$ cat src/verilog/acr_params.svh
// Timing and sizing constants of the conversion and readout block.
// Assumes a single 125 MHz system clock; all counts derive from its period.
`ifndef ACR_PARAMS_SVH
`define ACR_PARAMS_SVH

// System clock period
`define ACR_CLK_NS            8

// Result word
`define ACR_DATA_W            16
`define ACR_BUF_DEPTH         2

// Host spacing of start pulses (host side, not enforced here)
`define ACR_T_START_SPACE_NS  10000

// Internal conversion time, kept inside the 1250 ns busy bound
`define ACR_T_CONV_NS         1120
`define ACR_CONV_CYC          (`ACR_T_CONV_NS / `ACR_CLK_NS)

// Busy limits for the non read-after modes
`define ACR_T_BUSY_RISE_NS    35
`define ACR_T_BUSY_MAX_NS     1250
`define ACR_T_EOC_BUSY_NS     10
`define ACR_T_DV_BUSY_NS      12
`define ACR_SETTLE_CYC        ((`ACR_T_DV_BUSY_NS + `ACR_CLK_NS - 1) / `ACR_CLK_NS + 3)

// Frame marker placement
`define ACR_T_SYNC_RDC_NS     525
`define ACR_SYNC_RDC_CYC      (`ACR_T_SYNC_RDC_NS / `ACR_CLK_NS)
`define ACR_T_SYNC_RAC_NS     1250
`define ACR_SYNC_RAC_CYC      (`ACR_T_SYNC_RAC_NS / `ACR_CLK_NS)
`define ACR_T_SYNC_BUSY_NS    25
`define ACR_SYNC_BUSY_CYC     (`ACR_T_SYNC_BUSY_NS / `ACR_CLK_NS)

// Serial clock: least period at select 00, doubled per select step
`define ACR_T_SCLK_MIN0_NS    25
`define ACR_SCLK_HALF_CYC     ((`ACR_T_SCLK_MIN0_NS + 2 * `ACR_CLK_NS - 1) / (2 * `ACR_CLK_NS))

// Last serial clock edge to frame marker removal, per select
`define ACR_T_TAIL0_NS        3
`define ACR_T_TAIL1_NS        55
`define ACR_T_TAIL2_NS        130
`define ACR_T_TAIL3_NS        290

`endif

$ cat src/verilog/acr_pkg.sv
// Types shared by the conversion and readout block.
// Assumes nothing beyond a SystemVerilog compiler.
`default_nettype none
package acr_pkg;

   typedef struct packed {
      logic serial;
      logic slave;
      logic read_after;
   } acr_mode_s;

   typedef enum logic [3:0] {
      CV_IDLE   = 4'h1,
      CV_RUN    = 4'h2,
      CV_SETTLE = 4'h4,
      CV_HOLD   = 4'h8
   } acr_conv_e;

   typedef enum logic [3:0] {
      SH_IDLE = 4'h1,
      SH_RUN  = 4'h2,
      SH_TAIL = 4'h4,
      SH_END  = 4'h8
   } acr_shift_e;

endpackage

`default_nettype wire

$ cat src/verilog/acr_top.sv
// Conversion sequencer and result readout of a 16-bit sampling converter.
// Assumes synchronous pins, 125 MHz clock and a result from the analog core.
`timescale 1ns/1ps
`include "acr_params.svh"
`default_nettype none

module acr_top #(
   parameter int DATA_W    = `ACR_DATA_W,
   parameter int BUF_DEPTH = `ACR_BUF_DEPTH
) (
   input  wire logic               clk_in,
   input  wire logic               rst_n_in,
   input  wire logic               convert_start_n_in,
   input  wire logic [DATA_W-1:0]  adc_result_in,
   input  wire acr_pkg::acr_mode_s mode_in,
   input  wire logic [1:0]         clock_divider_select_in,
   input  wire logic               cs_n_in,
   input  wire logic               rd_n_in,
   input  wire logic               ext_sclk_in,
   input  wire logic               serial_chain_in,
   output logic                    busy_out,
   output logic [DATA_W-1:0]       data_out,
   output logic                    data_oe_out,
   output logic                    sync_out,
   output logic                    sync_oe_out,
   output logic                    sclk_out,
   output logic                    sclk_oe_out,
   output logic                    serial_result_out,
   output logic                    serial_result_oe_out
);
   import acr_pkg::*;

   localparam int PW = (BUF_DEPTH > 1) ? $clog2(BUF_DEPTH) : 1;

   function automatic logic [PW-1:0] ptr_inc(input logic [PW-1:0] p);
      ptr_inc = (p == PW'(BUF_DEPTH - 1)) ? '0 : p + 1'b1;
   endfunction

   function automatic logic [DATA_W-1:0] shift_in(input logic [DATA_W-1:0] s, input logic b);
      shift_in = {s[DATA_W-2:0], b};
   endfunction

   function automatic logic [5:0] half_cyc(input logic [1:0] sel);
      half_cyc = 6'(`ACR_SCLK_HALF_CYC << sel);
   endfunction

   function automatic logic [5:0] tail_cyc(input logic [1:0] sel);
      logic [31:0] t;
      t = 0;
      if (sel == 2'h0) begin
         t = `ACR_T_TAIL0_NS;
      end else if (sel == 2'h1) begin
         t = `ACR_T_TAIL1_NS;
      end else if (sel == 2'h2) begin
         t = `ACR_T_TAIL2_NS;
      end else begin
         t = `ACR_T_TAIL3_NS;
      end
      tail_cyc = 6'((t + `ACR_CLK_NS - 1) / `ACR_CLK_NS);
   endfunction

   // State
   acr_conv_e               cv_st_q;
   acr_shift_e              sh_st_q;
   logic [7:0]              cv_cnt_q;
   logic [7:0]              start_cnt_q;
   logic                    start_prev_q;
   logic                    busy_q;
   logic [DATA_W-1:0]       buf_mem_q [BUF_DEPTH];
   logic [PW-1:0]           buf_wr_q;
   logic [PW-1:0]           buf_rd_q;
   logic [PW:0]             buf_cnt_q;
   logic [DATA_W-1:0]       par_q;
   logic                    data_oe_q;
   logic                    mst_oe_q;
   logic                    ser_oe_q;
   logic [DATA_W-1:0]       sh_q;
   logic [4:0]              sh_left_q;
   logic [5:0]              half_cnt_q;
   logic [5:0]              tail_cnt_q;
   logic                    sclk_q;
   logic                    sync_q;
   logic                    ext_prev_q;

   // Decode
   wire                     master      = mode_in.serial & ~mode_in.slave;
   wire                     slave       = mode_in.serial & mode_in.slave;
   wire                     rac_mode    = master & mode_in.read_after;
   wire [1:0]               eff_sel     = mode_in.read_after ? clock_divider_select_in : 2'h0;
   wire                     start_fall  = start_prev_q & ~convert_start_n_in;
   wire                     start_take  = start_fall & (cv_st_q == CV_IDLE);
   wire                     buf_in_rdy  = (buf_cnt_q != (PW+1)'(BUF_DEPTH));
   wire                     buf_out_vld = (buf_cnt_q != '0);
   wire                     conv_end    = (cv_st_q == CV_RUN) && (cv_cnt_q == 8'h00);
   wire                     push        = conv_end & buf_in_rdy;
   wire                     rdc_go      = master & ~mode_in.read_after & (sh_st_q == SH_IDLE) & buf_out_vld
                                          & (start_cnt_q == 8'(`ACR_SYNC_RDC_CYC));
   wire                     rac_go      = rac_mode & (sh_st_q == SH_IDLE) & (cv_st_q == CV_HOLD) & buf_out_vld
                                          & (start_cnt_q == 8'(`ACR_SYNC_RAC_CYC));
   wire                     frame_go    = rdc_go | rac_go;
   wire                     slave_pull  = slave & (sh_left_q == 5'h00) & buf_out_vld;
   wire                     pop         = buf_out_vld & (~mode_in.serial | frame_go | slave_pull);
   wire                     half_done   = (half_cnt_q == 6'h00);
   wire                     sclk_fall   = (sh_st_q == SH_RUN) & half_done & sclk_q;
   wire                     sclk_rise   = (sh_st_q == SH_RUN) & half_done & ~sclk_q;
   wire                     frame_done  = (sh_st_q == SH_END) & (tail_cnt_q == 6'h00);
   wire                     ext_active  = slave & ~cs_n_in & ext_prev_q & ~ext_sclk_in;
   wire                     settle_end  = (cv_st_q == CV_SETTLE) && (cv_cnt_q == 8'h00);

   // Input edge history
   always_ff @(posedge clk_in or negedge rst_n_in) begin
      if (!rst_n_in) begin
         start_prev_q <= 1'b1;
         ext_prev_q   <= 1'b0;
      end else begin
         start_prev_q <= convert_start_n_in;
         ext_prev_q   <= ext_sclk_in;
      end
   end

   // Time since start, saturating at the read-after marker point
   always_ff @(posedge clk_in or negedge rst_n_in) begin
      if (!rst_n_in) begin
         start_cnt_q <= 8'(`ACR_SYNC_RAC_CYC);
      end else if (start_take) begin
         start_cnt_q <= 8'h01;
      end else if (start_cnt_q != 8'(`ACR_SYNC_RAC_CYC)) begin
         start_cnt_q <= start_cnt_q + 8'h01;
      end
   end

   // Conversion sequencer; starts while busy are ignored
   always_ff @(posedge clk_in or negedge rst_n_in) begin
      if (!rst_n_in) begin
         cv_st_q  <= CV_IDLE;
         cv_cnt_q <= 8'h00;
      end else begin
         case (cv_st_q)
            CV_IDLE: begin
               if (start_take) begin
                  cv_st_q  <= CV_RUN;
                  cv_cnt_q <= 8'(`ACR_CONV_CYC - 1);
               end
            end
            CV_RUN: begin
               if (cv_cnt_q != 8'h00) begin
                  cv_cnt_q <= cv_cnt_q - 8'h01;
               end else if (buf_in_rdy) begin
                  cv_st_q  <= CV_SETTLE;
                  cv_cnt_q <= 8'(`ACR_SETTLE_CYC - 1);
               end
            end
            CV_SETTLE: begin
               if (cv_cnt_q != 8'h00) begin
                  cv_cnt_q <= cv_cnt_q - 8'h01;
               end else begin
                  cv_st_q <= rac_mode ? CV_HOLD : CV_IDLE;
               end
            end
            CV_HOLD: begin
               if (frame_done) begin
                  cv_st_q <= CV_IDLE;
               end
            end
            default: begin
               cv_st_q <= CV_IDLE;
            end
         endcase
      end
   end

   // Busy: one cycle after start, low after settle or after the read-after frame
   always_ff @(posedge clk_in or negedge rst_n_in) begin
      if (!rst_n_in) begin
         busy_q <= 1'b0;
      end else if (start_take) begin
         busy_q <= 1'b1;
      end else if ((settle_end & ~rac_mode) | ((cv_st_q == CV_HOLD) & frame_done)) begin
         busy_q <= 1'b0;
      end
   end

   // Two-entry result buffer; a full buffer stalls the sequencer
   always_ff @(posedge clk_in) begin
      if (push) begin
         buf_mem_q[buf_wr_q] <= adc_result_in;
      end
   end

   always_ff @(posedge clk_in or negedge rst_n_in) begin
      if (!rst_n_in) begin
         buf_wr_q  <= '0;
         buf_rd_q  <= '0;
         buf_cnt_q <= '0;
      end else begin
         if (push) begin
            buf_wr_q <= ptr_inc(buf_wr_q);
         end
         if (pop) begin
            buf_rd_q <= ptr_inc(buf_rd_q);
         end
         if (push & ~pop) begin
            buf_cnt_q <= buf_cnt_q + 1'b1;
         end else if (pop & ~push) begin
            buf_cnt_q <= buf_cnt_q - 1'b1;
         end
      end
   end

   // Parallel result register, loaded the cycle after the word lands
   always_ff @(posedge clk_in or negedge rst_n_in) begin
      if (!rst_n_in) begin
         par_q <= '0;
      end else if (pop & ~mode_in.serial) begin
         par_q <= buf_mem_q[buf_rd_q];
      end
   end

   // Output enables follow chip select one cycle later; the bus enable also follows read request
   always_ff @(posedge clk_in or negedge rst_n_in) begin
      if (!rst_n_in) begin
         data_oe_q <= 1'b0;
         mst_oe_q  <= 1'b0;
         ser_oe_q  <= 1'b0;
      end else begin
         data_oe_q <= ~mode_in.serial & ~cs_n_in & ~rd_n_in;
         mst_oe_q  <= master & ~cs_n_in;
         ser_oe_q  <= mode_in.serial & ~cs_n_in;
      end
   end

   // Serial frame sequencer for master modes
   always_ff @(posedge clk_in or negedge rst_n_in) begin
      if (!rst_n_in) begin
         sh_st_q    <= SH_IDLE;
         half_cnt_q <= 6'h00;
         tail_cnt_q <= 6'h00;
         sclk_q     <= 1'b0;
         sync_q     <= 1'b0;
      end else begin
         case (sh_st_q)
            SH_IDLE: begin
               if (frame_go) begin
                  sh_st_q    <= SH_RUN;
                  sync_q     <= 1'b1;
                  sclk_q     <= 1'b0;
                  half_cnt_q <= half_cyc(eff_sel) - 6'h01;
               end
            end
            SH_RUN: begin
               if (!half_done) begin
                  half_cnt_q <= half_cnt_q - 6'h01;
               end else if (sclk_q && sh_left_q == 5'h00) begin
                  sh_st_q    <= SH_TAIL;
                  sclk_q     <= 1'b0;
                  tail_cnt_q <= tail_cyc(eff_sel) - 6'h01;
               end else begin
                  sclk_q     <= ~sclk_q;
                  half_cnt_q <= half_cyc(eff_sel) - 6'h01;
               end
            end
            SH_TAIL: begin
               if (tail_cnt_q != 6'h00) begin
                  tail_cnt_q <= tail_cnt_q - 6'h01;
               end else begin
                  sync_q     <= 1'b0;
                  sh_st_q    <= SH_END;
                  tail_cnt_q <= 6'(`ACR_SYNC_BUSY_CYC - 1);
               end
            end
            SH_END: begin
               if (tail_cnt_q != 6'h00) begin
                  tail_cnt_q <= tail_cnt_q - 6'h01;
               end else begin
                  sh_st_q <= SH_IDLE;
               end
            end
            default: begin
               sh_st_q <= SH_IDLE;
            end
         endcase
      end
   end

   // Shift register shared by master and slave readout
   always_ff @(posedge clk_in or negedge rst_n_in) begin
      if (!rst_n_in) begin
         sh_q      <= '0;
         sh_left_q <= 5'h00;
      end else if (pop & mode_in.serial) begin
         sh_q      <= buf_mem_q[buf_rd_q];
         sh_left_q <= 5'(DATA_W);
      end else if (sclk_rise) begin
         sh_left_q <= sh_left_q - 5'h01;
      end else if (sclk_fall && sh_left_q != 5'h00) begin
         sh_q <= shift_in(sh_q, serial_chain_in);
      end else if (ext_active && sh_left_q != 5'h00) begin
         sh_q      <= shift_in(sh_q, serial_chain_in);
         sh_left_q <= sh_left_q - 5'h01;
      end
   end

   assign busy_out             = busy_q;
   assign data_out             = par_q;
   assign data_oe_out          = data_oe_q;
   assign sync_out             = sync_q;
   assign sync_oe_out          = mst_oe_q;
   assign sclk_out             = sclk_q;
   assign sclk_oe_out          = mst_oe_q;
   assign serial_result_out    = sh_q[DATA_W-1];
   assign serial_result_oe_out = ser_oe_q;

endmodule

`default_nettype wire
$ cat config.mk
export PLATFORM = sky130hd
export DESIGN_NAME = acr_top
export DESIGN_NICKNAME = d
export VERILOG_FILES = /design/src/verilog/acr_pkg.sv /design/src/verilog/acr_top.sv
export VERILOG_INCLUDE_DIRS = /design/src /design/src/verilog
export SDC_FILE = /design/constraint.sdc
export NUM_CORES = 1
export LEC_CHECK = 0
export ABC_CLOCK_PERIOD_IN_PS = 2570
export BUFFER_PORTS_ARGS = -buffer_cell sky130_fd_sc_hd__buf_2
export CAP_MARGIN = 20
export CORE_MARGIN = 3
export CORE_UTILIZATION = 45
export DETAILED_ROUTE_END_ITERATION = 8
export PLACE_DENSITY = 0.66
export SETUP_SLACK_MARGIN = 0.3
export SYNTH_ARGS = -nofsm -noshare
export SYNTH_HDL_FRONTEND = slang
export SYNTH_SLANG_ARGS = --single-unit
$ cat constraint.sdc
create_clock -name clk_in -period 2.57 [get_ports clk_in]
set_input_delay 0.771 -clock clk_in [delete_from_list [all_inputs] [get_ports clk_in]]
set_output_delay 0.771 -clock clk_in [all_outputs]
set_load 0.1 [all_outputs]
Word level (Yosys, flattened, before mapping)

Memory sizes are Yosys's and may differ from the RTL's.
Cells that the tools add are included.

$add $sub $neg: 13
Equality and inequality tests: 30
Shifts and indexed selects: 1
Muxes and demuxes: 59
Bitwise gates (word level): 49
Reduce and logical (&&, ||, !) cells: 32

Operators by type and width:

| cell                | number |
|---|---|
| $mux 16             | 4 |
| $mux 9              | 6 |
| $mux 8              | 6 |
| $mux 4              | 11 |
| $mux 6              | 7 |
| $and 1x1->1         | 34 |
| $pmux 4 s4          | 2 |
| $pmux 8 s3          | 1 |
| $sub 6x1->6 const B | 4 |
| $mux 5              | 4 |
| $ne 2x2->1 const B  | 10 |
| $pmux 6 s3          | 1 |
| $logic_not 6->1     | 2 |
| $pmux 6 s2          | 1 |
| $reduce_bool 2->1   | 6 |
| $reduce_bool 3->1   | 4 |
| $mux 1              | 11 |
| $not 1->1           | 11 |
| $reduce_and 5->1    | 2 |
| $add 9x4->9 const B | 1 |
| $reduce_and 3->1    | 3 |
| $sub 9x1->9 const B | 1 |
| $add 8x1->8 const B | 1 |
| $eq 4x1->1 const B  | 2 |
| 29 further kinds    | 49 |

Register bits: 85
Bits in writable memories: 32
Input bits: 28
Output and inout bits: 24
Logic and storage cells: 205
Memories: 1

Memory list:

| name      | depth | bits a word | read ports | clocked after memory_dff | wr ports | RTL line      | source |
|---|---|---|---|---|---|---|---|
| buf_mem_q | 2     | 16          | 1          | 0                        | 1        | acr_top.sv:69 | `logic [DATA_W-1:0] buf_mem_q [BUF_DEPTH];` |

Depth between registers and ports, before layout

Depth in word-level cells: 14
Mapped depth: 11
Mapped depth without buffers: 11

Worst setup path after synthesis

Ideal clock, no wire load.

Kind: reg-to-reg
Start point: register cv_cnt_q[0]
End point: memory buf_mem_q[1][0] in the netlist's numbering (enable)
Setup time: 388 ps
Arrival time: 2042 ps
Data required time: 2182 ps
Path slack: 139 ps
Stages on the path, launching flop included: 8
Path buffers: 0
Period minus slack after synthesis: 2431 ps
Cells stage by stage: dfrtp_1 inv_1 ha_1 nor3b_1 nand2_1 nor2_1 nand2_1 nor2_1

Cells in the longest elaborated chain, start to end: 5

Ends and longest elaborated chain:

| what                         | RTL line       | source |
|---|---|---|
| start, declared              | acr_top.sv:65  | `logic [7:0] cv_cnt_q;` |
| start signal, assigned       | acr_top.sv:142 | `` cv_cnt_q <= 8'(`ACR_CONV_CYC - 1); `` |
| start signal, assigned       | acr_top.sv:147 | `cv_cnt_q <= cv_cnt_q - 8'h01;` |
| start signal, assigned       | acr_top.sv:150 | `` cv_cnt_q <= 8'(`ACR_SETTLE_CYC - 1); `` |
| $logic_not 8->1              | acr_top.sv:94  | `wire conv_end = (cv_st_q == CV_RUN) && (cv_cnt_q == 8'h00);` |
| $logic_and 1x1->1            | acr_top.sv:94  |  |
| $and 1x1->1                  | acr_top.sv:95  | `wire push = conv_end & buf_in_rdy;` |
| $mux 1                       | acr_top.sv:185 | `if (push) begin` |
| $mux 1 (not written as such) | acr_top.sv:186 | `buf_mem_q[buf_wr_q] <= adc_result_in;` |
| end, declared                | acr_top.sv:69  |  |

Every way passes these cells.

Worst setup path in the final report

Start point: register start_cnt_q[2]
End point: register buf_cnt_q[1]

Cells in the longest elaborated chain, start to end: 9
Elaborated cells between the ends (all ways): 13
Classes of those cells: eq/ne (2); mux (1); bitwise (9); reduce/logical (1)

Ends and longest elaborated chain:

| what                                               | RTL line                     | source |
|---|---|---|
| start, declared                                    | acr_top.sv:66                | `logic [7:0] start_cnt_q;` |
| start signal, assigned                             | acr_top.sv:124               | `` start_cnt_q <= 8'(`ACR_SYNC_RAC_CYC); `` |
| start signal, assigned                             | acr_top.sv:128               | `start_cnt_q <= start_cnt_q + 8'h01;` |
| $eq 8x7->1 / $eq 8x8->1 (equally long branches)    | acr_top.sv:97, acr_top.sv:99 |  |
| $and 1x1->1, on equally long branches              | acr_top.sv:96, acr_top.sv:98 |  |
| $or 1x1->1 *                                       | acr_top.sv:100               | `wire frame_go = rdc_go \| rac_go;` |
| $or 1x1->1 * (2 in series)                         | acr_top.sv:102               | `wire pop = buf_out_vld & (~mode_in.serial \| frame_go \| slave_pull);` |
| $and 1x1->1 *                                      | acr_top.sv:102               |  |
| $not 1->1                                          | acr_top.sv:202               | `if (push & ~pop) begin` |
| $and 1x1->1                                        | acr_top.sv:202               |  |
| $mux 2 / $reduce_bool 2->1 (equally long branches) | -                            |  |
| end signal, assigned                               | acr_top.sv:203               | `buf_cnt_q <= buf_cnt_q + 1'b1;` |
| end signal, assigned                               | acr_top.sv:205               | `buf_cnt_q <= buf_cnt_q - 1'b1;` |
| end, declared                                      | acr_top.sv:72                | `logic [PW:0] buf_cnt_q;` |

Mark *: on every way between the ends. The rest lies on a longest branch, timed or not.
A chain may end at the register's enable or synchronous reset.

==> flow_metrics.env <==
export IMPL_grt_usage=0.185
export IMPL_grt_pass1_wl_um=20400
export IMPL_postRouteAntennaNets=0
export IMPL_rsz0062_at_grt="yes"
export IMPL_drc=0
export IMPL_cts_num_sinks=117
export IMPL_final_common_cell="dfrtp_1"
export IMPL_placed_area_sq_mm=0.00613
export IMPL_cpPeakStageDelay_ps=550
export IMPL_overflow=0
export IMPL_worst_ep_required_time_ps=2900
export IMPL_max_freq_mhz=449
export IMPL_num_rows=40
export IMPL_antenna_found_initial=0
export IMPL_async_flop_share=0.726
export IMPL_fp_dieH_um=118
export IMPL_status="completed"
export IMPL_core_sq_mm=0.0121
export IMPL_stdcell_area_sq_mm=0.00687
export IMPL_synth_seq_area_share=0.553
export IMPL_ir_worst_vdd_uv=678
export IMPL_layoutNonFillerInstCount=756
export IMPL_cts_max_path_buffers=2
export IMPL_critPathLaunch="start_cnt_q[2]$_DFFE_PN1P_"
export IMPL_grt_max_degree=36
export IMPL_path_clk_slew_ps=60
export IMPL_via_count=4036
export IMPL_cts_buffers=17
export IMPL_drt_pass1_iterations=5
export IMPL_die_area_sq_mm=0.0138
export IMPL_fin_nets=614
export IMPL_insertion_delay_ps=410
export IMPL_syn_mean_instance_area_sq_um=11.3
export IMPL_final_core_util=0.567
export IMPL_ys_warn_count=0
export IMPL_critical_path_top_delay_family="simple AND/OR/NAND/NOR gates"
export IMPL_ios=52
export IMPL_ctsRootBufferMaster="clkbuf_16"
export IMPL_critical_path_most_common_cell="xor2_1"
export IMPL_worstSetupPathType="reg -> reg"
export IMPL_cp_cell_sequence="or3b_4, nor4_4, o211ai_4, nor2b_4, ha_1, xor2_1, nor2_1, xor2_1"
export IMPL_pwr_density_cell_mw_per_mm2=1080
export IMPL_layout_drive_gt1_share=0.269
export IMPL_die_w_um=118
export IMPL_io_buffers=51
export IMPL_wl_um=12000
export IMPL_syn_cell_area_sq_mm=0.00560
export IMPL_crit_fanout=5
export IMPL_dp_hpwl_um=8110
export IMPL_finalCriticalPeriod_ps=2230
export IMPL_worst_slew_pin_slew_ps=639
export IMPL_hp_class="in -> async"
export IMPL_syn_inst=495
export IMPL_finalHoldViolCount=0
export IMPL_critPathArrivalTime_ps=2560
export IMPL_final_cell_mix="dfrtp_1 (76), buf_2 (50), nor2_1 (44)"
export IMPL_hold_ws_ps=325
export IMPL_place_congestion=0.825
export IMPL_synth_main_ff_cell="dfrtp_1"
export IMPL_yosysUniqueCellTypes=71
export IMPL_dp_cells=717
export IMPL_diodes=0
export IMPL_p_leak_nw=3.00
export IMPL_hold_buffers=0
export IMPL_synth_seq_cells=117
export IMPL_setup_viol=0
export IMPL_drtIter0Drc=378
export IMPL_n_fill_cell=1040
export IMPL_synth_edf_count=32
export IMPL_crit_slowest_cell="dfstp_2"
export IMPL_reg2reg_from="start_cnt_q[2]$_DFFE_PN1P_"
export IMPL_slew_headroom=0.574
export IMPL_start_util=0.462
export IMPL_end_kind="register"
export IMPL_drv_cap=0
export IMPL_critPathBufInv=0
export IMPL_drv_slew=0
export IMPL_syn_num_nets=534
export IMPL_h_tree_depth=4
export IMPL_wire_per_inst_um=15.9
export IMPL_cts_tree="done"
export IMPL_fin_setup_tns_ps=0
export IMPL_viasPerCell=5.34
export IMPL_finalCritPeriodShare=0.867
export IMPL_clock_skew_ps=9.28
export IMPL_grt_pass1_vias=4173
export IMPL_syn2layout_area_growth_pct=22.6
export IMPL_start_kind="register"
-- final cells by class --
| class | count | area (sq um) | area share |
|---|---|---|---|
| inverter | 34 | 128 | 0.0186 |
| tap | 168 | 210 | 0.0306 |
| multi-input combinational | 330 | 2370 | 0.345 |
| clock inverter | 15 | 178 | 0.0259 |
| clock buffer | 17 | 425 | 0.0619 |
| timing repair buffer | 75 | 458 | 0.0667 |
| sequential | 117 | 3100 | 0.451 |
-- per-layer routing --
metal	global-route usage	wire length, um	part of all wire
met1	0.227	5390	0.45
met2	0.307	6040	0.50
met3	0.0476	434	0.036
met4	0.0821	185	0.015
met5	0	0	0
-- through the flow --
stage / setup slack (ps) / power (mW)
5_1_grt: 219 / 7.83
2_1_floorplan: 139 / 4.50
3_5_place_dp: 59.5 / 5.01
3_3_place_gp: 148 / 4.94
6_report: 342 / 7.44
4_1_cts: 270 / 7.46
-- synthesized netlist by cell type, types with 3 or more instances --
cell type | count | area, sq um
dfrtp_1 | 78 | 1950
nor2_1 | 46 | 173
inv_1 | 34 | 128
o21ai_0 | 34 | 170
edfxtp_1 | 32 | 961
nand2_1 | 31 | 116
a21oi_1 | 18 | 90.1
mux2i_1 | 18 | 180
nor2b_1 | 13 | 81.3
nor3_1 | 12 | 60.1
a221oi_2 | 11 | 165
ha_1 | 11 | 138
nand2b_1 | 9 | 56.3
nand3_1 | 8 | 40.0
xor2_1 | 8 | 70.1
and3_1 | 7 | 43.8
clkbuf_1 | 7 | 26.3
dfstp_2 | 7 | 184
xnor2_1 | 7 | 61.3
a31oi_1 | 5 | 31.3
nor4b_1 | 5 | 43.8
o22a_1 | 5 | 43.8
a221oi_1 | 4 | 35.0
nand4_1 | 4 | 25.0
or3_1 | 4 | 25.0
a21o_1 | 3 | 22.5
a22o_1 | 3 | 26.3
and2_1 | 3 | 18.8
buf_4 | 3 | 22.5
mux2_2 | 3 | 33.8
nor4_2 | 3 | 37.5
o21a_1 | 3 | 22.5
o22ai_1 | 3 | 18.8
or2_2 | 3 | 18.8
-- cell families after synthesis --
logic type,after synthesis,synth area share
AND/OR/NAND/NOR,167,0.166
multiplexers,21,0.0382
AO/OA/AOI/OAI,115,0.155
adder cells (fa/ha/maj),11,0.0246
flip-flops,117,0.553
XOR/XNOR,15,0.0235
buffers and inverters,49,0.0395
-- power by group --
| part | switching [mW] | internal [mW] |
|---|---|---|
| registers | 0.331 | 2.32 |
| logic | 1.70 | 0.686 |
| clock network | 0.879 | 1.53 |
-- timing repair --
item,4_1_cts,5_1_grt
pin swaps,4,3
endpoints found under the setup margin,34,58
setup buffers,4,2
gates resized for setup,4,15
cloned,1,0
-- worst paths after layout --
kind                                        endpoint  slack (ps)  cells past startpoint
hold / removal             tail_cnt_q[3]$_DFFE_PN0P_         320                      1
max in group asynchronous       sh_q[11]$_DFFE_PN0P_        1590                      2
setup reg to reg            buf_cnt_q[1]$_DFFE_PN0P_         340                      8
setup / recovery            buf_cnt_q[1]$_DFFE_PN0P_         340                      8
hold reg to reg             data_out[10]$_DFFE_PN0P_         480                      2
min in group clk_in         data_out[10]$_DFFE_PN0P_         480                      2
-- registers in the layout, indices dropped and copies added (netlist names), 5 cells and up --
name         count
sh_left_q        5
cv_cnt_q         8
data_out        16
buf_mem_q       32
tail_cnt_q       6
half_cnt_q       6
sh_q            16
start_cnt_q      8
Note: power is estimated with default switching activity, not from simulation.
